**src/bhfo_regs.svh**
```systemverilog
`ifndef BHFO_REGS_SVH
`define BHFO_REGS_SVH

// ----------------------------------------------------------------------
// Register indices (byte address is four times the index)
// ----------------------------------------------------------------------
`define BHFO_IDX_W          6
`define BHFO_IDX_BOOT       6'h16
`define BHFO_IDX_CTL        6'h18
`define BHFO_IDX_FLASH      6'h1F
`define BHFO_IDX_WMASK      6'h20
`define BHFO_IDX_IRQ_STAT   6'h21
`define BHFO_IDX_IRQ_MASK   6'h22

// ----------------------------------------------------------------------
// Reset values
// ----------------------------------------------------------------------
`define BHFO_BOOT_RST       32'h00000000
`define BHFO_FLASH_RST      32'h0000000B
`define BHFO_WMASK_RST      32'h00000000
`define BHFO_UNMAPPED_DATA  32'h00000000

// ----------------------------------------------------------------------
// Boot history layout
// ----------------------------------------------------------------------
`define BHFO_GROUP_W        7
`define BHFO_OLD_LSB        8
`define BHFO_CUR_LSB        0
`define BHFO_FLAG_FALLBACK  1

// ----------------------------------------------------------------------
// Control one and flash options fields
// ----------------------------------------------------------------------
`define BHFO_CAPTURE_BIT    23
`define BHFO_SYNC_BIT       27
`define BHFO_RCR_MSB        26
`define BHFO_RCR_LSB        12
`define BHFO_WIDE_BIT       10
`define BHFO_LANE_MSB       9
`define BHFO_LANE_LSB       8
`define BHFO_CMD_MSB        7
`define BHFO_FLASH_WMASK    32'h0FFFF7FF

// ----------------------------------------------------------------------
// Interrupt status bits
// ----------------------------------------------------------------------
`define BHFO_IRQ_W          3
`define BHFO_IRQ_UPDATE     0
`define BHFO_IRQ_ERROR      1
`define BHFO_IRQ_FALLBACK   2

`endif

```
**src/bhfo_pkg.sv**
```systemverilog
package bhfo_pkg;

  // Avalon slave answer sequencing
  typedef enum logic {
    bhfo_st_idle,
    bhfo_st_answer
  } bhfo_bus_state_e;

  // One boot history group
  typedef logic [6:0] bhfo_group_t;

endpackage

```
**src/bhfo_history.sv**
```systemverilog
`timescale 1ns/1ps
`include "bhfo_regs.svh"

module bhfo_history (
  // Clock and reset
  input  wire logic               clk_in,
  input  wire logic               reset_in,
  // Control
  input  wire logic               clear_in,
  input  wire logic               update_in,
  input  wire bhfo_pkg::bhfo_group_t flags_in,
  // Status
  output logic [31:0]             status_out
);

  logic [31:0] status_q;
  logic [31:0] status_d;

  // ----------------------------------------------------------------------
  // Two-deep history
  // ----------------------------------------------------------------------

  // Clear beats shift; shift moves current into older, loads current
  always_comb begin
    status_d = status_q;
    if (clear_in) begin
      status_d = `BHFO_BOOT_RST;
    end else if (update_in) begin
      status_d = `BHFO_BOOT_RST;
      status_d[`BHFO_OLD_LSB +: `BHFO_GROUP_W] =
        status_q[`BHFO_CUR_LSB +: `BHFO_GROUP_W];
      status_d[`BHFO_CUR_LSB +: `BHFO_GROUP_W] = flags_in;
    end
  end

  // Register stage
  always_ff @(posedge clk_in or posedge reset_in) begin
    if (reset_in) begin
      status_q <= `BHFO_BOOT_RST;
    end else begin
      status_q <= status_d;
    end
  end

  assign status_out = status_q;
endmodule

```
**src/bhfo_sticky.sv**
```systemverilog
`timescale 1ns/1ps
`include "bhfo_regs.svh"

module bhfo_sticky #(
  parameter int W = 3
) (
  // Clock and reset
  input  wire logic          clk_in,
  input  wire logic          reset_in,
  // Events and software
  input  wire logic [W-1:0]  set_in,
  input  wire logic [W-1:0]  clear_in,
  input  wire logic [W-1:0]  mask_in,
  // Results
  output logic [W-1:0]       status_out,
  output logic               irq_out
);

  logic [W-1:0] flag_q;
  logic [W-1:0] flag_d;

  // Set wins over a write-one clear in the same cycle
  always_comb begin
    flag_d = (flag_q & ~clear_in) | set_in;
  end

  // Register stage
  always_ff @(posedge clk_in or posedge reset_in) begin
    if (reset_in) begin
      flag_q <= '0;
    end else begin
      flag_q <= flag_d;
    end
  end

  assign status_out = flag_q;
  assign irq_out    = |(flag_q & mask_in);
endmodule

```
**src/bhfo_top.sv**
```systemverilog
`timescale 1ns/1ps
`include "bhfo_regs.svh"

// Overview of operation
// - History clears only on power-on or reconfiguration requests
// - Startup end or error shifts history groups
// - Group flags wrap to valid; reserved bit seven
// - Wraparound error counted only in asynchronous read
// - Fallback sets flag, drives revision select low
// - Set history bit means condition was detected
// - Control writes change only mask-enabled bits
// - Only capture bit twenty-three lives, resets zero
// - Bit twenty-seven selects synchronous parallel read
// - Bits twenty-six to twelve: read-configuration word
// - Bit ten selects 32-bit serial addressing
// - Bits nine to eight: serial lane count
// - Bits seven to zero: serial read command
module bhfo_top (
  // Clock and reset
  input  wire logic        core_clk_in,
  input  wire logic        reset_in,
  // Avalon-MM slave
  input  wire logic [7:0]  avs_address_in,
  input  wire logic        avs_read_in,
  input  wire logic        avs_write_in,
  input  wire logic [31:0] avs_writedata_in,
  input  wire logic [3:0]  avs_byteenable_in,
  output logic [31:0]      avs_readdata_out,
  output logic             avs_waitrequest_out,
  // Configuration events
  input  wire logic        end_of_startup_in,
  input  wire logic        crc_error_in,
  input  wire logic        identity_error_in,
  input  wire logic        watchdog_timeout_in,
  input  wire logic        flash_addr_wrap_in,
  input  wire logic        internal_reconfig_in,
  input  wire logic        fallback_in,
  // Reconfiguration requests
  input  wire logic        full_reconfig_n_in,
  input  wire logic        jtag_reconfig_instruction_in,
  // Option outputs
  output logic             readback_capture_en_out,
  output logic             parallel_flash_sync_read_out,
  output logic [14:0]      parallel_flash_read_config_word_out,
  output logic             serial_flash_wide_address_out,
  output logic [1:0]       serial_flash_lane_count_out,
  output logic [7:0]       serial_flash_read_command_out,
  // Revision select pins
  output logic [1:0]       revision_select_out,
  output logic [1:0]       revision_select_oe_out,
  // Interrupt
  output logic             irq_out
);

  // ----------------------------------------------------------------------
  // Declarations
  // ----------------------------------------------------------------------
  bhfo_pkg::bhfo_bus_state_e state_q;
  bhfo_pkg::bhfo_bus_state_e state_d;
  logic [31:0]               rdata_q;
  logic [31:0]               rdata_d;
  logic                      capture_q;
  logic                      capture_d;
  logic [31:0]               flash_q;
  logic [31:0]               flash_d;
  logic [31:0]               wmask_q;
  logic [31:0]               wmask_d;
  logic [`BHFO_IRQ_W-1:0]    irq_mask_q;
  logic [`BHFO_IRQ_W-1:0]    irq_mask_d;
  logic [31:0]               be_bits;
  logic [31:0]               ctl_wbits;
  logic [`BHFO_IDX_W-1:0]    idx;
  logic                      aligned;
  logic                      wr_fire;
  logic                      wrap_evt;
  logic                      err_evt;
  logic                      hist_update;
  logic                      hist_clear;
  logic [31:0]               boot_status;
  bhfo_pkg::bhfo_group_t     hist_flags;
  logic [`BHFO_IRQ_W-1:0]    irq_set;
  logic [`BHFO_IRQ_W-1:0]    irq_clear;
  logic [`BHFO_IRQ_W-1:0]    irq_status;

  // ----------------------------------------------------------------------
  // Address decode and byte lanes
  // ----------------------------------------------------------------------

  // Word index and alignment of the request
  assign idx     = avs_address_in[7:2];
  assign aligned = (avs_address_in[1:0] == 2'h0);

  // Byte enables widened to bit lanes
  always_comb begin
    for (int i = 0; i < 4; i++) begin
      be_bits[i*8 +: 8] = {8{avs_byteenable_in[i]}};
    end
  end

  // Write commits on the edge where waitrequest is sampled low
  assign wr_fire   = (state_q == bhfo_pkg::bhfo_st_answer) && avs_write_in;
  assign ctl_wbits = wmask_q & be_bits;

  // ----------------------------------------------------------------------
  // Bus answer sequencing
  // ----------------------------------------------------------------------

  // One wait cycle per access; read data captured on entry to answer
  always_comb begin
    state_d = state_q;
    rdata_d = rdata_q;
    case (state_q)
      bhfo_pkg::bhfo_st_idle: begin
        if (avs_read_in || avs_write_in) begin
          state_d = bhfo_pkg::bhfo_st_answer;
          rdata_d = `BHFO_UNMAPPED_DATA;
          if (avs_read_in && aligned) begin
            case (idx)
              `BHFO_IDX_BOOT:     rdata_d = boot_status;
              `BHFO_IDX_CTL:      rdata_d[`BHFO_CAPTURE_BIT] = capture_q;
              `BHFO_IDX_FLASH:    rdata_d = flash_q;
              `BHFO_IDX_WMASK:    rdata_d = wmask_q;
              `BHFO_IDX_IRQ_STAT: rdata_d[`BHFO_IRQ_W-1:0] = irq_status;
              `BHFO_IDX_IRQ_MASK: rdata_d[`BHFO_IRQ_W-1:0] = irq_mask_q;
              default:            rdata_d = `BHFO_UNMAPPED_DATA;
            endcase
          end
        end
      end
      bhfo_pkg::bhfo_st_answer: begin
        state_d = bhfo_pkg::bhfo_st_idle;
      end
      default: begin
        state_d = bhfo_pkg::bhfo_st_idle;
      end
    endcase
  end

  // Register stage
  always_ff @(posedge core_clk_in or posedge reset_in) begin
    if (reset_in) begin
      state_q <= bhfo_pkg::bhfo_st_idle;
      rdata_q <= 32'h00000000;
    end else begin
      state_q <= state_d;
      rdata_q <= rdata_d;
    end
  end

  assign avs_waitrequest_out = (avs_read_in || avs_write_in) &&
                               (state_q == bhfo_pkg::bhfo_st_idle);
  assign avs_readdata_out    = rdata_q;

  // ----------------------------------------------------------------------
  // Software registers
  // ----------------------------------------------------------------------

  // Writes per register; the history register has no write path
  always_comb begin
    capture_d  = capture_q;
    flash_d    = flash_q;
    wmask_d    = wmask_q;
    irq_mask_d = irq_mask_q;
    irq_clear  = '0;
    if (wr_fire && aligned) begin
      case (idx)
        `BHFO_IDX_CTL: begin
          if (ctl_wbits[`BHFO_CAPTURE_BIT]) begin
            capture_d = avs_writedata_in[`BHFO_CAPTURE_BIT];
          end
        end
        `BHFO_IDX_FLASH: begin
          flash_d = ((flash_q & ~be_bits) | (avs_writedata_in & be_bits)) &
                    `BHFO_FLASH_WMASK;
        end
        `BHFO_IDX_WMASK: begin
          wmask_d = (wmask_q & ~be_bits) | (avs_writedata_in & be_bits);
        end
        `BHFO_IDX_IRQ_STAT: begin
          irq_clear = avs_writedata_in[`BHFO_IRQ_W-1:0] & be_bits[`BHFO_IRQ_W-1:0];
        end
        `BHFO_IDX_IRQ_MASK: begin
          if (avs_byteenable_in[0]) begin
            irq_mask_d = avs_writedata_in[`BHFO_IRQ_W-1:0];
          end
        end
        default: begin
          capture_d = capture_q;
        end
      endcase
    end
  end

  // Register stage
  always_ff @(posedge core_clk_in or posedge reset_in) begin
    if (reset_in) begin
      capture_q  <= 1'b0;
      flash_q    <= `BHFO_FLASH_RST;
      wmask_q    <= `BHFO_WMASK_RST;
      irq_mask_q <= '0;
    end else begin
      capture_q  <= capture_d;
      flash_q    <= flash_d;
      wmask_q    <= wmask_d;
      irq_mask_q <= irq_mask_d;
    end
  end

  // Option fields driven straight from the registers
  assign readback_capture_en_out             = capture_q;
  assign parallel_flash_sync_read_out        = flash_q[`BHFO_SYNC_BIT];
  assign parallel_flash_read_config_word_out = flash_q[`BHFO_RCR_MSB:`BHFO_RCR_LSB];
  assign serial_flash_wide_address_out       = flash_q[`BHFO_WIDE_BIT];
  assign serial_flash_lane_count_out         = flash_q[`BHFO_LANE_MSB:`BHFO_LANE_LSB];
  assign serial_flash_read_command_out       = flash_q[`BHFO_CMD_MSB:0];

  // ----------------------------------------------------------------------
  // Boot history capture
  // ----------------------------------------------------------------------

  // Wraparound counts only while flash is read asynchronously
  assign wrap_evt    = flash_addr_wrap_in && !flash_q[`BHFO_SYNC_BIT];
  assign err_evt     = wrap_evt || crc_error_in || identity_error_in ||
                       watchdog_timeout_in;
  assign hist_update = end_of_startup_in || err_evt;
  assign hist_clear  = !full_reconfig_n_in || jtag_reconfig_instruction_in;
  assign hist_flags  = {wrap_evt, crc_error_in, identity_error_in,
                        watchdog_timeout_in, internal_reconfig_in,
                        fallback_in, 1'b1};

  bhfo_history u_history (
    .clk_in     (core_clk_in),
    .reset_in   (reset_in),
    .clear_in   (hist_clear),
    .update_in  (hist_update),
    .flags_in   (hist_flags),
    .status_out (boot_status)
  );

  // Fallback drives both revision select pins low
  assign revision_select_out    = 2'h0;
  assign revision_select_oe_out = {2{boot_status[`BHFO_FLAG_FALLBACK]}};

  // ----------------------------------------------------------------------
  // Interrupts
  // ----------------------------------------------------------------------

  // Events into sticky status
  always_comb begin
    irq_set                     = '0;
    irq_set[`BHFO_IRQ_UPDATE]   = hist_update && !hist_clear;
    irq_set[`BHFO_IRQ_ERROR]    = err_evt && !hist_clear;
    irq_set[`BHFO_IRQ_FALLBACK] = hist_update && fallback_in && !hist_clear;
  end

  bhfo_sticky #(
    .W (`BHFO_IRQ_W)
  ) u_sticky (
    .clk_in     (core_clk_in),
    .reset_in   (reset_in),
    .set_in     (irq_set),
    .clear_in   (irq_clear),
    .mask_in    (irq_mask_q),
    .status_out (irq_status),
    .irq_out    (irq_out)
  );
endmodule

```
**config.mk**
```make
export PLATFORM = sky130hd
export DESIGN_NAME = bhfo_top
export DESIGN_NICKNAME = d
export VERILOG_FILES = /design/src/bhfo_pkg.sv /design/src/bhfo_history.sv /design/src/bhfo_sticky.sv /design/src/bhfo_top.sv
export VERILOG_INCLUDE_DIRS = /design/src
export SDC_FILE = /design/constraint.sdc
export NUM_CORES = 1
export LEC_CHECK = 0
export BUFFER_PORTS_ARGS = -buffer_cell sky130_fd_sc_hd__buf_2
export CAP_MARGIN = 20
export CORE_ASPECT_RATIO = 1.5
export CORE_UTILIZATION = 45
export CTS_CLUSTER_DIAMETER = 50
export DETAILED_ROUTE_END_ITERATION = 10
export PLACE_DENSITY_LB_ADDON = 0.08
export SKIP_LAST_GASP = 1
export SLEW_MARGIN = 20
export SYNTH_ARGS = -nofsm -noshare
export SYNTH_HDL_FRONTEND = slang
export SYNTH_SLANG_ARGS = --single-unit
```
**constraint.sdc**
```tcl
create_clock -name core_clk_in -period 11.62 [get_ports core_clk_in]
set_input_delay 2.324 -clock core_clk_in [delete_from_list [all_inputs] [get_ports core_clk_in]]
set_output_delay 2.324 -clock core_clk_in [all_outputs]
set_load 0.01 [all_outputs]
```
==> summary.txt <==
Status
  • Status: finished, violations left
  • Failing checks: DRC

Route
  • Post-DRT Antenna Nets: 0
  • DRT iter0 DRCs: 263
  • DRC Markers: 1
  • Drt pass-1 iters: 8
  • Vias per cell: between 5 and 6
  • Routed WL per cell: between 15 and 20 um
  • Final wirelength: roughly 12 mm
  • Via count: between 3,000 and 4,000

Floorplan
  • Die height: approximately 130 um
  • Full die area: 11,160 um^2
  • Site Rows: 46
  • DIE WIDTH: just under 90 um
  • Initial core utilization: 45.84%
  • Num ports: 123
  • CORE AREA: 10,530 um^2

Yosys
  • Register area share after synthesis: approximately three fifths
  • Post-synth EDFFs: 0
  • Share of flip-flops with an asynchronous set or reset: 100.0%
  • Yosys top cell area share: 57.01%
  • Mapped cell area: 4828 um^2
  • Synthesized area per cell: 12.44 um^2
  • Synth Flop Type: dfrtp_1
  • Syn. warnings: 0
  • Leading area contributor after synthesis: dfrtp_1
  • Distinct cells, synth: between 40 and 50
  • Register bit count reported by yosys: 113
  • Post-synthesis instance total: 388
  • Area contributors post-synth: dfrtp_1, mux2_2, nand2_1

Timing
  • Worst-Margin Slew: 0.9262 ns
  • Fmax: about 0.20 GHz
  • Setup Total Neg Slack: 0 ns
  • Max_slew headroom: 38.26%
  • Crit share post-route: 43.94%
  • RSZ-0062 raised after global routing: no
  • Tmin final: 5.106 ns
  • Clock Skew: 0.008514 ns
  • Final setup viols: 0
  • Final hold vios: 0
  • Slew Limit Fails: 0

Clock tree
  • Setup bufs post-CTS: 0
  • CTS buffer count: 17
  • CTS tree: built
  • Clock buffer depth: 2
  • CTS clk-pin slew, worst paths: 0.05 ns
  • CTS H-Tree Depth: 4
  • # hold bufs at CTS: 0
  • Root Buffer: clkbuf_16
  • Clk Latency, worst-skew pair: around 0.4 ns
  • Clock Sinks: between 100 and 150
  • CTS resizes: 0

Global routing
  • Most used routing layer: met2
  • GR Util met3: between 6 and 7%
  • Met1 Use GR: around 30%
  • GRT Util Overall: 24.09%
  • Vias in the first global route: 3,751
  • Met2 GRT Util: between 30% and 40%
  • First-pass GRT wire length: 19.91 mm
  • Largest net degree at the start of global routing: 75
  • Initial antenna violation count: 1
  • Total grt overflow: 0

Critical path
  • Critical Path AT: 2.78 ns
  • WP data required: between 9 and 10 ns
  • Crit Path Max Fanout: 3
  • Worst Path Class, Setup: in -> out
  • CP startpoint kind: input pin
  • CP Capture Type: output pin

Layout
  • Layout cell share with drive strength beyond 1: 44.85%
  • Core Util, Final: between 50% and 60%
  • NumNets Final: 569
  • Antenna Cells: 0
  • Layout area overhead: 29.54%
  • FF/Latch Area: roughly 2800 um^2
  • # fillers: 886
  • Area of the multi-input gates: about 1900 um^2

Pwr
  • Static leakage: 3.267 nW
  • Maximum VDD drop: around 110 uV
  • Power density over the cells: about 160 nW/um^2
  • Total power: 1.023 mW

Flow run
  • Max-cap viol count: 0

Place
  • HPWL Detailed: 8.525 mm
  • Final RePlAce weighted congestion: 0.8111
  • PortBufs: 120

Min path
  • Type of the worst min-delay path: reg -> reg
stage by stage:
step	instances	setup WS (ns)	hold slack [ns]	area (um^2)
after global routing	668	6.461	0.4950	6255
after global placement	636	6.521	0.4465	5583
after detailed placement	636	6.516	0.4537	5588
final	668	6.514	0.4709	6255
after floorplan	389	6.271	0.4348	4832
after CTS	667	6.513	0.4714	6240
worst max-delay path: stages:
cell and delay (ns):
buf_2 0.12, o21bai_2 0.14, inv_1 0.07, buf_2 0.14
layer usage:
metal | share of wire [%] | wire length [um]
met2 | 50 | 6091
met5 | 0 | 0
met1 | 43 | 5200
met4 | 2.1 | 257
met3 | 5.5 | 673
power by group:
group	leakage, nW	internal (mW)	total [mW]	switching (mW)
sequential	1.54	0.399	0.403	0.00413
combinational	1.41	0.0167	0.0466	0.0300
clock	0.319	0.395	0.573	0.177
cells in the mapped netlist, types with 2 or more instances:
library cell  number
dfrtp_1          110
a21oi_1            6
nand3_1            5
and3_1            13
nand3_4            2
o21ai_0           20
nor3_2             2
mux2i_1           11
a22o_1             5
nor4b_1            2
dfstp_2            3
buf_4              5
clkbuf_1          14
inv_1              5
nand2_1           43
a22oi_1            5
nand2b_1           3
a32oi_1           10
mux2_1             2
nor4_1             2
mux2_2            61
buf_2              4
and3b_1            2
a221oi_1          10
nand3b_1           5
o31ai_1            2
a222oi_1           4
nor2_1            16
cell usage in the layout (no fill, tap or decap), drive strengths merged, types with 6 or more instances in the layout:
cell,instances
clkbuf,21
mux2,63
a21oi,6
buf,128
nand3,7
nand2,44
a221oi,10
mux2i,11
a32oi,10
dfrtp,110
nor2,16
and3,13
o21ai,20
layout make-up:
| cell class | instances | area share [%] |
|---|---|---|
| timing repair buffer | 128 | 10.68 |
| clock buffer | 21 | 7.521 |
| clock inverter | 10 | 2.901 |
| sequential | 113 | 45.27 |
| inverter | 5 | 0.3401 |
| tap | 144 | 2.881 |
| multi-input combinational | 247 | 30.41 |
kinds of logic (layout without fill, tap and decap cells):
family | Yosys count | after routing | share of synthesized area (%)
DFF | 113 | 113 | 58.64
and+or+nand+nor | 105 | 105 | 11.77
muxes | 74 | 74 | 16.97
AOI/OAI and AO/OA | 66 | 66 | 9.795
buffers and inverters | 29 | 164 | 2.747
other | 1 | 2 | 0.07767
worst paths after layout:
check	from	cells after the start	slack, ns	endpoint
setup / recovery	avs_write_in	4	6.51	avs_waitrequest_out
hold / removal	avs_readdata_out[19]$_DFFE_PP0P_	2	0.47	avs_readdata_out[19]$_DFFE_PP0P_
setup reg to reg	state_q$_DFF_PP0_	4	9.65	flop
hold reg to reg	avs_readdata_out[19]$_DFFE_PP0P_	2	0.47	avs_readdata_out[19]$_DFFE_PP0P_
max in group asynchronous	reset_in	3	8.34	u_sticky.status_out[2]$_DFF_PP0_
min in group asynchronous	reset_in	2	1.96	avs_readdata_out[31]$_DFFE_PP0P_
No activity file was read; power rests on OpenSTA's default activity.
